<file path="src/rtl/nvh_defs.vh">
`ifndef NVH_DEFS_VH
`define NVH_DEFS_VH
// Clock period in picoseconds (200 MHz)
`define NVH_CLK_PS 5000
// Device timings in ns, selected by grade (0 = fast, 1 = slow) where a FAST/SLOW pair is given
`define NVH_T_AA_FAST 35
`define NVH_T_AA_SLOW 45
`define NVH_T_OE_FAST 15
`define NVH_T_OE_SLOW 20
`define NVH_T_HZ_FAST 13
`define NVH_T_HZ_SLOW 15
`define NVH_T_DW_FAST 12
`define NVH_T_DW_SLOW 15
`define NVH_T_CW_FAST 25
`define NVH_T_CW_SLOW 30
`define NVH_T_OW 5
`define NVH_T_OH 5
// Power sequencing times
`define NVH_T_DELAY_NS 1000
`define NVH_T_RESTORE_US 550
`define NVH_T_STORE_MS 10
// Widths
`define NVH_AW 17
`define NVH_DW 8
`define NVH_CW 24
`endif

</file>
<file path="src/rtl/nvh_seq_timer.v">
`default_nettype none
// Down counter: loads a cycle count and flags when it has run out
module nvh_seq_timer (
    // Clock and reset
    input wire core_clk,
    input wire sys_rst,
    // Control
    input wire load,
    input wire [23:0] count,
    // Status
    output reg done_q
);
    reg [23:0] cnt_q;

    always @(posedge core_clk or posedge sys_rst) begin
        if (sys_rst) begin
            cnt_q <= 24'h00_0000;
            done_q <= 1'b1;
        end else if (load) begin
            cnt_q <= count;
            done_q <= (count == 24'h00_0000);
        end else if (cnt_q != 24'h00_0000) begin
            cnt_q <= cnt_q - 24'h00_0001;
            done_q <= (cnt_q == 24'h00_0001);
        end
    end
endmodule
`default_nettype wire

</file>
<file path="src/rtl/nvh_host.v">
// Operation
// Read happens with select and output enable low, write enable high.
// Seventeen address bits pick one byte of the array.
// Address-started read data valid after 35 or 45 ns.
// Strobe-started read valid at later of select and output-enable access.
// Outputs follow address while selected; valid until change or deselect.
// Old data held at least 5 ns after address change.
// Device floats outputs within 13 or 15 ns of deselect.
// Write happens with select and write enable low.
// Host holds address stable across the whole write.
// Host sets data 12 or 15 ns before write end, holds after.
// Host holds select and address 25 or 30 ns before write end.
// Output enable low in a write: device floats within 13/15 ns.
// Write enable low at select fall keeps outputs floating.
// Device drives no output until 5 ns after write end.
// Power fail copies array to nonvolatile store within 10 ms.
// Store skipped unless a write occurred since last store or recall.
// Access in progress gets 1 us to finish before store.
// Power-up latches recall; recall completes within 550 us.
// Host never leaves a write active when recall ends.
// Low supply inhibits external writes and store requests.
// Power-good input models supply; accesses ignored during store or recall.
`default_nettype none
`include "nvh_defs.vh"
module nvh_host #(
    parameter GRADE = 0,
    parameter RESTORE_CYC = (`NVH_T_RESTORE_US * 1000000 + `NVH_CLK_PS - 1) / `NVH_CLK_PS,
    // Cycles per ms taken first so the product stays inside 32 bits
    parameter STORE_CYC = `NVH_T_STORE_MS * (1000000000 / `NVH_CLK_PS)
) (
    // Clock and reset
    input wire core_clk,
    input wire sys_rst,
    // User request side
    input wire req_valid,
    input wire req_write,
    input wire [16:0] req_addr,
    input wire [7:0] req_wdata,
    output reg req_ready_q,
    output reg rsp_valid_q,
    output reg [7:0] rsp_rdata_q,
    // Supply status
    input wire power_good,
    output reg mem_busy_q,
    // Device pins
    output reg [16:0] addr_in_q,
    output reg chip_sel_n_q,
    output reg out_en_n_q,
    output reg wr_en_n_q,
    input wire [7:0] data_bus_i,
    output reg [7:0] data_bus_o_q,
    output reg data_bus_oe_q
);
    // ************************************************************
    // Timing counts
    // ************************************************************
    localparam integer T_AA = GRADE ? `NVH_T_AA_SLOW : `NVH_T_AA_FAST;
    localparam integer T_OE = GRADE ? `NVH_T_OE_SLOW : `NVH_T_OE_FAST;
    localparam integer T_HZ = GRADE ? `NVH_T_HZ_SLOW : `NVH_T_HZ_FAST;
    localparam integer T_DW = GRADE ? `NVH_T_DW_SLOW : `NVH_T_DW_FAST;
    localparam integer T_CW = GRADE ? `NVH_T_CW_SLOW : `NVH_T_CW_FAST;
    // Read waits the slowest access path, since select and OE fall together
    localparam integer T_RD = (T_AA > T_OE) ? T_AA : T_OE;
    localparam integer RD_CYC = (T_RD * 1000 + `NVH_CLK_PS - 1) / `NVH_CLK_PS + 2;
    localparam integer CW_TMP = (T_CW > T_DW) ? T_CW : T_DW;
    localparam integer WR_CYC = (CW_TMP * 1000 + `NVH_CLK_PS - 1) / `NVH_CLK_PS;
    localparam integer HZ_TMP = (T_HZ > `NVH_T_OW) ? T_HZ : `NVH_T_OW;
    localparam integer HZ_CYC = (HZ_TMP * 1000 + `NVH_CLK_PS - 1) / `NVH_CLK_PS;
    localparam integer DLY_CYC = (`NVH_T_DELAY_NS * 1000 + `NVH_CLK_PS - 1) / `NVH_CLK_PS;

    // ************************************************************
    // States
    // ************************************************************
    localparam [6:0] S_OFF = 7'h01;
    localparam [6:0] S_RECALL = 7'h02;
    localparam [6:0] S_IDLE = 7'h04;
    localparam [6:0] S_READ = 7'h08;
    localparam [6:0] S_WRITE = 7'h10;
    localparam [6:0] S_GAP = 7'h20;
    localparam [6:0] S_STORE = 7'h40;

    // ************************************************************
    // Input synchronisers
    // ************************************************************
    reg [1:0] pg_sync_q;
    reg [7:0] dq_meta_q;
    reg [7:0] dq_sync_q;
    wire pg = pg_sync_q[1];

    always @(posedge core_clk or posedge sys_rst) begin
        if (sys_rst) begin
            pg_sync_q <= 2'h0;
            dq_meta_q <= 8'h00;
            dq_sync_q <= 8'h00;
        end else begin
            pg_sync_q <= {pg_sync_q[0], power_good};
            dq_meta_q <= data_bus_i;
            dq_sync_q <= dq_meta_q;
        end
    end

    // ************************************************************
    // Sequencer
    // ************************************************************
    reg [6:0] state_q;
    reg [6:0] state_d;
    reg tmr_load;
    reg [23:0] tmr_count;
    wire tmr_done;
    reg dirty_q;

    nvh_seq_timer u_tmr (
        .core_clk(core_clk),
        .sys_rst(sys_rst),
        .load(tmr_load),
        .count(tmr_count),
        .done_q(tmr_done)
    );

    always @* begin
        state_d = state_q;
        tmr_load = 1'b0;
        tmr_count = 24'h00_0000;
        case (state_q)
            S_OFF: begin
                if (pg) begin
                    state_d = S_RECALL;
                    tmr_load = 1'b1;
                    tmr_count = RESTORE_CYC[23:0];
                end
            end
            S_RECALL: begin
                if (!pg) begin
                    state_d = S_OFF;
                end else if (tmr_done) begin
                    state_d = S_IDLE;
                end
            end
            S_IDLE: begin
                if (!pg) begin
                    state_d = S_STORE;
                    tmr_load = 1'b1;
                    tmr_count = dirty_q ? STORE_CYC[23:0] : 24'h00_0000;
                end else if (req_valid) begin
                    state_d = req_write ? S_WRITE : S_READ;
                    tmr_load = 1'b1;
                    tmr_count = req_write ? WR_CYC[23:0] : RD_CYC[23:0];
                end
            end
            S_READ, S_WRITE: begin
                // Cycle completes within the 1 us grace even if power fails
                if (tmr_done) begin
                    state_d = S_GAP;
                    tmr_load = 1'b1;
                    tmr_count = HZ_CYC[23:0];
                end
            end
            S_GAP: begin
                if (tmr_done) begin
                    state_d = pg ? S_IDLE : S_STORE;
                    tmr_load = 1'b1;
                    tmr_count = pg ? 24'h00_0000 : (dirty_q ? STORE_CYC[23:0] : 24'h00_0000);
                end
            end
            S_STORE: begin
                // Store runs to completion; a recall follows once power returns
                if (tmr_done) begin
                    state_d = S_OFF;
                end
            end
            default: begin
                state_d = S_OFF;
            end
        endcase
    end

    always @(posedge core_clk or posedge sys_rst) begin
        if (sys_rst) begin
            state_q <= S_OFF;
            dirty_q <= 1'b0;
            addr_in_q <= 17'h0_0000;
            chip_sel_n_q <= 1'b1;
            out_en_n_q <= 1'b1;
            wr_en_n_q <= 1'b1;
            data_bus_o_q <= 8'h00;
            data_bus_oe_q <= 1'b0;
            req_ready_q <= 1'b0;
            rsp_valid_q <= 1'b0;
            rsp_rdata_q <= 8'h00;
            mem_busy_q <= 1'b1;
        end else begin
            state_q <= state_d;
            rsp_valid_q <= 1'b0;
            req_ready_q <= (state_d == S_IDLE) && (state_q != S_IDLE);
            mem_busy_q <= (state_d == S_OFF) || (state_d == S_RECALL) || (state_d == S_STORE);
            if (state_q == S_RECALL && tmr_done) begin
                dirty_q <= 1'b0;
            end
            if (state_q == S_STORE && tmr_done) begin
                dirty_q <= 1'b0;
            end
            case (state_d)
                S_READ: begin
                    if (state_q == S_IDLE) begin
                        addr_in_q <= req_addr;
                        chip_sel_n_q <= 1'b0;
                        out_en_n_q <= 1'b0;
                        wr_en_n_q <= 1'b1;
                    end
                end
                S_WRITE: begin
                    if (state_q == S_IDLE) begin
                        addr_in_q <= req_addr;
                        data_bus_o_q <= req_wdata;
                        data_bus_oe_q <= 1'b1;
                        chip_sel_n_q <= 1'b0;
                        out_en_n_q <= 1'b1;
                        wr_en_n_q <= 1'b0;
                        dirty_q <= 1'b1;
                    end
                end
                S_GAP: begin
                    if (state_q == S_READ) begin
                        rsp_rdata_q <= dq_sync_q;
                        rsp_valid_q <= 1'b1;
                    end
                    // Address held; strobes rise first, data held one cycle (5 ns) after
                    chip_sel_n_q <= 1'b1;
                    out_en_n_q <= 1'b1;
                    wr_en_n_q <= 1'b1;
                    if (state_q == S_GAP) begin
                        data_bus_oe_q <= 1'b0;
                    end
                end
                default: begin
                    chip_sel_n_q <= 1'b1;
                    out_en_n_q <= 1'b1;
                    wr_en_n_q <= 1'b1;
                    data_bus_oe_q <= 1'b0;
                end
            endcase
        end
    end
endmodule
`default_nettype wire

</file>
<file path="config.mk">
export PLATFORM = sky130hd
export DESIGN_NAME = nvh_host
export DESIGN_NICKNAME = d
export VERILOG_FILES = /design/src/rtl/nvh_seq_timer.v /design/src/rtl/nvh_host.v
export VERILOG_INCLUDE_DIRS = /design/src /design/src/rtl
export SDC_FILE = /design/constraint.sdc
export NUM_CORES = 1
export LEC_CHECK = 0
export BUFFER_PORTS_ARGS = -buffer_cell sky130_fd_sc_hd__buf_2
export CORE_MARGIN = 2
export CORE_UTILIZATION = 59
export CTS_CLUSTER_DIAMETER = 30
export DETAILED_ROUTE_END_ITERATION = 8
export PLACE_DENSITY = 0.93
export SYNTH_ARGS = -nofsm -noshare
export SYNTH_HDL_FRONTEND = slang
export SYNTH_SLANG_ARGS = --single-unit
</file>
<file path="constraint.sdc">
create_clock -name core_clk -period 4.15 [get_ports core_clk]
set_input_delay 0.415 -clock core_clk [delete_from_list [all_inputs] [get_ports core_clk]]
set_output_delay 0.415 -clock core_clk [all_outputs]
set_load 0.005 [all_outputs]
</file>
After elaboration in Yosys (flattened, before gate mapping) --
Index checks and enable logic that the tools add are counted.
Cells by class: $add $sub $neg 1, eq/ne operators 20, multiplexer cells 42, bitwise gates (word level) 1, reductions and logical operators 16
Operators with widths (number):
- 21-bit two-way mux | 4
- 21-bit one-hot mux with 4 select lines | 1
- 7-bit two-way mux | 9
- 24-bit two-way mux | 2
- 7-bit one-hot mux with 6 select lines | 1
- 24-bit by 1-bit == test with 1-bit output (second input constant) | 1
- 24-bit zero test | 1
- 24-bit nonzero test | 1
- 24-bit by 1-bit subtractor with 24-bit output (second input constant) | 1
- 17-bit two-way mux | 1
- 1-bit two-way mux | 16
- 7-bit by 1-bit == test with 1-bit output (second input constant) | 2
- 7-bit by 2-bit == test with 1-bit output (second input constant) | 2
- 7-bit by 3-bit == test with 1-bit output (second input constant) | 2
- 7-bit by 4-bit == test with 1-bit output (second input constant) | 2
- 7-bit by 5-bit == test with 1-bit output (second input constant) | 2
- 7-bit by 6-bit == test with 1-bit output (second input constant) | 2
- 7-bit == test (second input constant) | 2
- 4-bit two-way mux | 2
- 2-bit AND reduction | 4
- 7-bit by 3-bit != test with 1-bit output (second input constant) | 1
- 2-bit != test (second input constant) | 3
- 1-bit one-hot mux with 3 select lines | 2
- 5-bit two-way mux | 1
- other kinds (10) | 15
Storage, ports and cells: bits in registers 91, bits of input ports 38, output and inout bits 40, logic and storage cells 97

Logic depth before layout (Yosys ltp) --
depth in word-level cells 7, gate-level depth with buffers 8, depth with buffers taken out 7

Hierarchy --
From an unflattened synthesis, not the netlist that was laid out.
Second synthesis, totals: cell total of the unflattened synthesis 375, area, all modules 4232.8 sq um
Modules (own cells, without submodules):
- nvh_host | instances 1, cells each 198, area an instance 2642.5 sq um, sequential area each 1657.8 sq um
- nvh_seq_timer | instances 1, cells each 177, area an instance 1590.3 sq um, sequential area each 626.9 sq um

Worst setup path before layout --
Ideal clock, no wire load.
path type reg2reg, start point register u_tmr.cnt_q[0], end point register u_tmr.cnt_q[1], setup time 0.130 ns, arrival 2.053 ns, required time 4.020 ns, path slack 1.967 ns, stages on the path, launching flop included 9, buffers on the path 1, clock period less this slack 2.183 ns, cells stage by stage dfrtp_1 inv_1 ha_1 nor3b_1 and2_1 clkbuf_1 nand3_1 nor2_2 a2bb2oi_1
On the way: cells in the longest elaborated chain, start to end 3, elaborated cells on any way between the ends 5, classes of those cells 1 x add/sub; 2 x mux; 2 x reduce/logical
Ends and longest elaborated chain:
- start, declared | line nvh_seq_timer.v:13 | reg [23:0] cnt_q;
- start signal, assigned | line nvh_seq_timer.v:20 | cnt_q <= count;
- start signal, assigned | line nvh_seq_timer.v:23 | cnt_q <= cnt_q - 24'h00_0001;
- 24-bit by 1-bit subtractor with 24-bit output | line nvh_seq_timer.v:23
- 24-bit two-way mux | line nvh_seq_timer.v:22 | end else if (cnt_q != 24'h00_0000) begin
- 24-bit two-way mux | line nvh_seq_timer.v:19 | end else if (load) begin
Parallel ways exist; a longest one is shown, timed or not. The select of a mux whose other input is x is not followed. A chain may end at the register's enable or synchronous reset.

Worst setup path in the final report --
start point register state_q[2], end point register data_bus_o_q[5]
On the way: cells in the longest elaborated chain, start to end 5, elaborated cells on any way between the ends 19, classes of those cells 8 x eq/ne; 9 x mux; 2 x reduce/logical
Ends and longest elaborated chain:
- start, declared | line nvh_host.v:105 | reg [6:0] state_q;
- start signal, assigned | line nvh_host.v:192 | state_q <= state_d;
- 7-bit by 4-bit == test with 1-bit output (tied with other cells) | line nvh_host.v:124 | case (state_q)
- 2-bit OR reduction (tied with other cells) | line nvh_host.v:124
- 7-bit one-hot mux with 6 select lines | line nvh_host.v:124
- 7-bit by 5-bit == test with 1-bit output | line nvh_host.v:202 | case (state_d)
- 2-bit AND reduction (no line) *
- end signal, assigned | line nvh_host.v:214 | data_bus_o_q <= req_wdata;
- end, declared | line nvh_host.v:51 | output reg [7:0] data_bus_o_q,
Mark *: on every way between the ends. The rest lies on a longest branch, timed or not.

==> metrics.txt <==
dominant register cell in the synthesized netlist dfrtp_1; Syn Area/Cell 11.7 µm²; CTS root buf clkbuf_8; Rel. slew slack 0.271; vias per cell 6.24; Post-CTS Resized 0; Distinct cells, synth 65; CP required 4.41 ns; mapped cell area 4070 µm²; CP endpoint kind register; setup_tns 0 ns; fin crit period 2.54 ns; worst skew pair latency 0.37 ns; Net Count, Synth 388; CP max-delay cell dfrtp_1; #FFs+latches synth 91; maximum vdd drop 299 µV; fmax 0.394 GHz; Flop pwr share 0.586; Worst path max stage delay 0.57 ns; Pint 1.15 mW; post-route cell area 4650 µm²; initial antenna violation count 0; Gate power share 0.025; Area Overhead vs Synth 14.3%; first-pass GRT wire length 16.1 mm; Clock Skew 0.0177 ns; ant diodes 0; PwrDens 330 nW/µm²; cell count after synthesis 348; Net Switching 388 µW; Synth area leaders dfrtp_1 52%, mux2_2 9.4%, dfstp_2 3.9%; net total in the final layout 457; largest net degree at the start of global routing 65; Die W 87.0 µm; final core utilization 0.692; Worst Slack Setup Final 1.61 ns; post-synth top area share 0.523; core area 6720 µm²; ratio of cells with drive above 1 in the final layout 0.351; ys async rst share 1.00; DP Cell Count 486; DRT Pass-1 Iters 5; Placement Cell Area 4450 µm²; post-synthesis sequential area ratio 0.562; final-report max-slew violation count 0; Leak 2.21 nW; Max Cap Viol 0; FP Rows 30; Final HPWL DP 6.59 mm; RSZ-0062 raised after global routing false; final antenna-violating net count 0; GRT overflow 0; DR WL/cell 20.0 µm; # hold bufs at CTS 0; clk sinks 91; Worst EP arrival 2.80 ns; worst-path fanout max 22; Non-Filler Instances 502; crit-path cells or4b_4, nor3_2, buf_4, and2_1, mux2_2; clock slew at reported path FFs 0.11 ns; Max Root-Sink Buffers 2; TritonCTS Buffers 9; I/O pin count 78; outcome finished clean; switching part of the total 0.253; buffers inserted by post-CTS timing repair 0; GPL Wtd Cong 0.859; worst slew pin tran 1.09 ns; die height 87.0 µm; Vias 3130; Die Area 7570 µm²; dominant cell type by area after synthesis dfrtp_1; Total GRT Usage 0.281; H-tree Lvls 3; Period Utilization, post-route 0.612; Ys Warns 0; CP Class reg -> reg; initial drt markers 321; clock network fraction of design power 0.389; EDFF count, synth 0; drt drc 0; Critical Path Start Type register; dpl ws 1.66 ns; Total Wirelength 10.0 mm; Hold Crit Class in -> reg; Final Hold Viols 0; Fillers 434; number of global-route vias before repair 3208; Final setup viols 0; CTS tree built; IO buf count 77; Initial Utilization 0.605
-- final timing paths --
path                                          endpoint              startpoint  depth (start not counted)  slack, ns
min                             dq_meta_q[7]$_DFF_PP0_           data_bus_i[7]                          1       0.14
max reg2reg                data_bus_o_q[5]$_DFFE_PP0P_    state_q[2]$_DFF_PP0_                          5       1.61
max                        data_bus_o_q[5]$_DFFE_PP0P_    state_q[2]$_DFF_PP0_                          5       1.61
min reg2reg                     pg_sync_q[1]$_DFF_PP0_  pg_sync_q[0]$_DFF_PP0_                          0       0.36
max in group asynchronous     chip_sel_n_q$_DFFE_PP1P_                 sys_rst                          3       2.89
min in group asynchronous   rsp_rdata_q[1]$_DFFE_PP0P_                 sys_rst                          2       0.27
-- per-layer routing --
metal,wire [µm],global-route usage,share of wire,up-vias
met2,5100,0.464,0.51,153
met1,3930,0.359,0.39,1549
met5,0,0,0,-
li1,-,-,-,1398
met3,718,0.0597,0.072,30
met4,281,0.124,0.028,0
-- state kept, by name, summed over array words and instances, names as in the netlist, 2 cells and up --
signal and cells:
addr_in_q 17, pg_sync_q 2, u_tmr.cnt_q 24, dq_meta_q 8
state_q 7, data_bus_o_q 8, rsp_rdata_q 8, dq_sync_q 8
-- placed cells by master, fill, tap and decap left out, drive strengths merged, types with 2 or more instances in the layout --
cell,n
a2111oi,2
a211oi,5
a21o,2
a21oi,15
a311oi,2
a31oi,2
and2,6
buf,79
clkbuf,9
clkinv,5
dfrtp,85
dfstp,6
ha,2
inv,10
mux2,34
nand2,17
nand3,8
nand3b,2
nand4,7
nand4b,2
nor2,26
nor2b,2
nor3,13
nor4,9
o21ai,18
o21bai,3
o221ai,2
o31a,2
or2,2
or3,2
or4,7
xnor2,9
xor2,6
-- critical path: cells and delay by family (launching register included) --
| family | cells | cell delay, ns |
|---|---|---|
| and+or+nand+nor | 3 | 1.15 |
| DFF | 1 | 0.57 |
| muxes | 1 | 0.40 |
| buffers and inverters | 1 | 0.31 |
-- cell usage after synthesis, drive strengths merged, types with 3 or more instances --
master,instances
and2,6
mux2,34
nor3,13
dfrtp,85
a211oi,5
dfstp,6
o21ai,18
nor2,26
nor4,9
o21bai,3
nand4,7
clkbuf,7
or4,7
nand2,17
buf,14
nand3,8
inv,9
a21oi,15
xnor2,9
xor2,6
-- layout make-up --
cell class | instances | area, µm² | share of cell area
Sequential cell | 91 | 2280 | 0.491
Clock buffer | 9 | 124 | 0.0266
Timing Repair Buffer | 79 | 400 | 0.0861
Tap cell | 80 | 100 | 0.0215
Multi-Input combinational cell | 227 | 1630 | 0.350
Inverter | 9 | 35.0 | 0.00753
Clock inverter | 7 | 80.1 | 0.0172
-- logic make-up (layout without fill, tap and decap cells) --
kind of cell    Yosys count  after routing  synth area share
simple gates            110            110             0.154
fa+ha+maj                 2              2           0.00615
xor+xnor                 15             15            0.0323
compound gates           65             65             0.110
buf+inv                  30            104            0.0384
mux                      35             35            0.0966
flops                    91             91             0.562
-- power groups by stage --
| stage | clock network, mW | logic, mW | registers [mW] |
|---|---|---|---|
| final | 0.598 | 0.0381 | 0.899 |
| after detailed placement | 0 | 0.0379 | 0.916 |
| after global placement | 0 | 0.0354 | 0.915 |
| after global routing | 0.636 | 0.0435 | 0.900 |
| after floorplan | 0 | 0.0152 | 0.914 |
| after CTS | 0.601 | 0.0391 | 0.899 |
-- per-stage QoR --
step,power [mW],hold slack [ns]
floorplan,0.929,0.331
global placement,0.951,0.332
detailed placement,0.954,0.335
CTS,1.54,0.140
global route,1.58,0.138
finish,1.53,0.140
(Power assumes the default switching activity.)
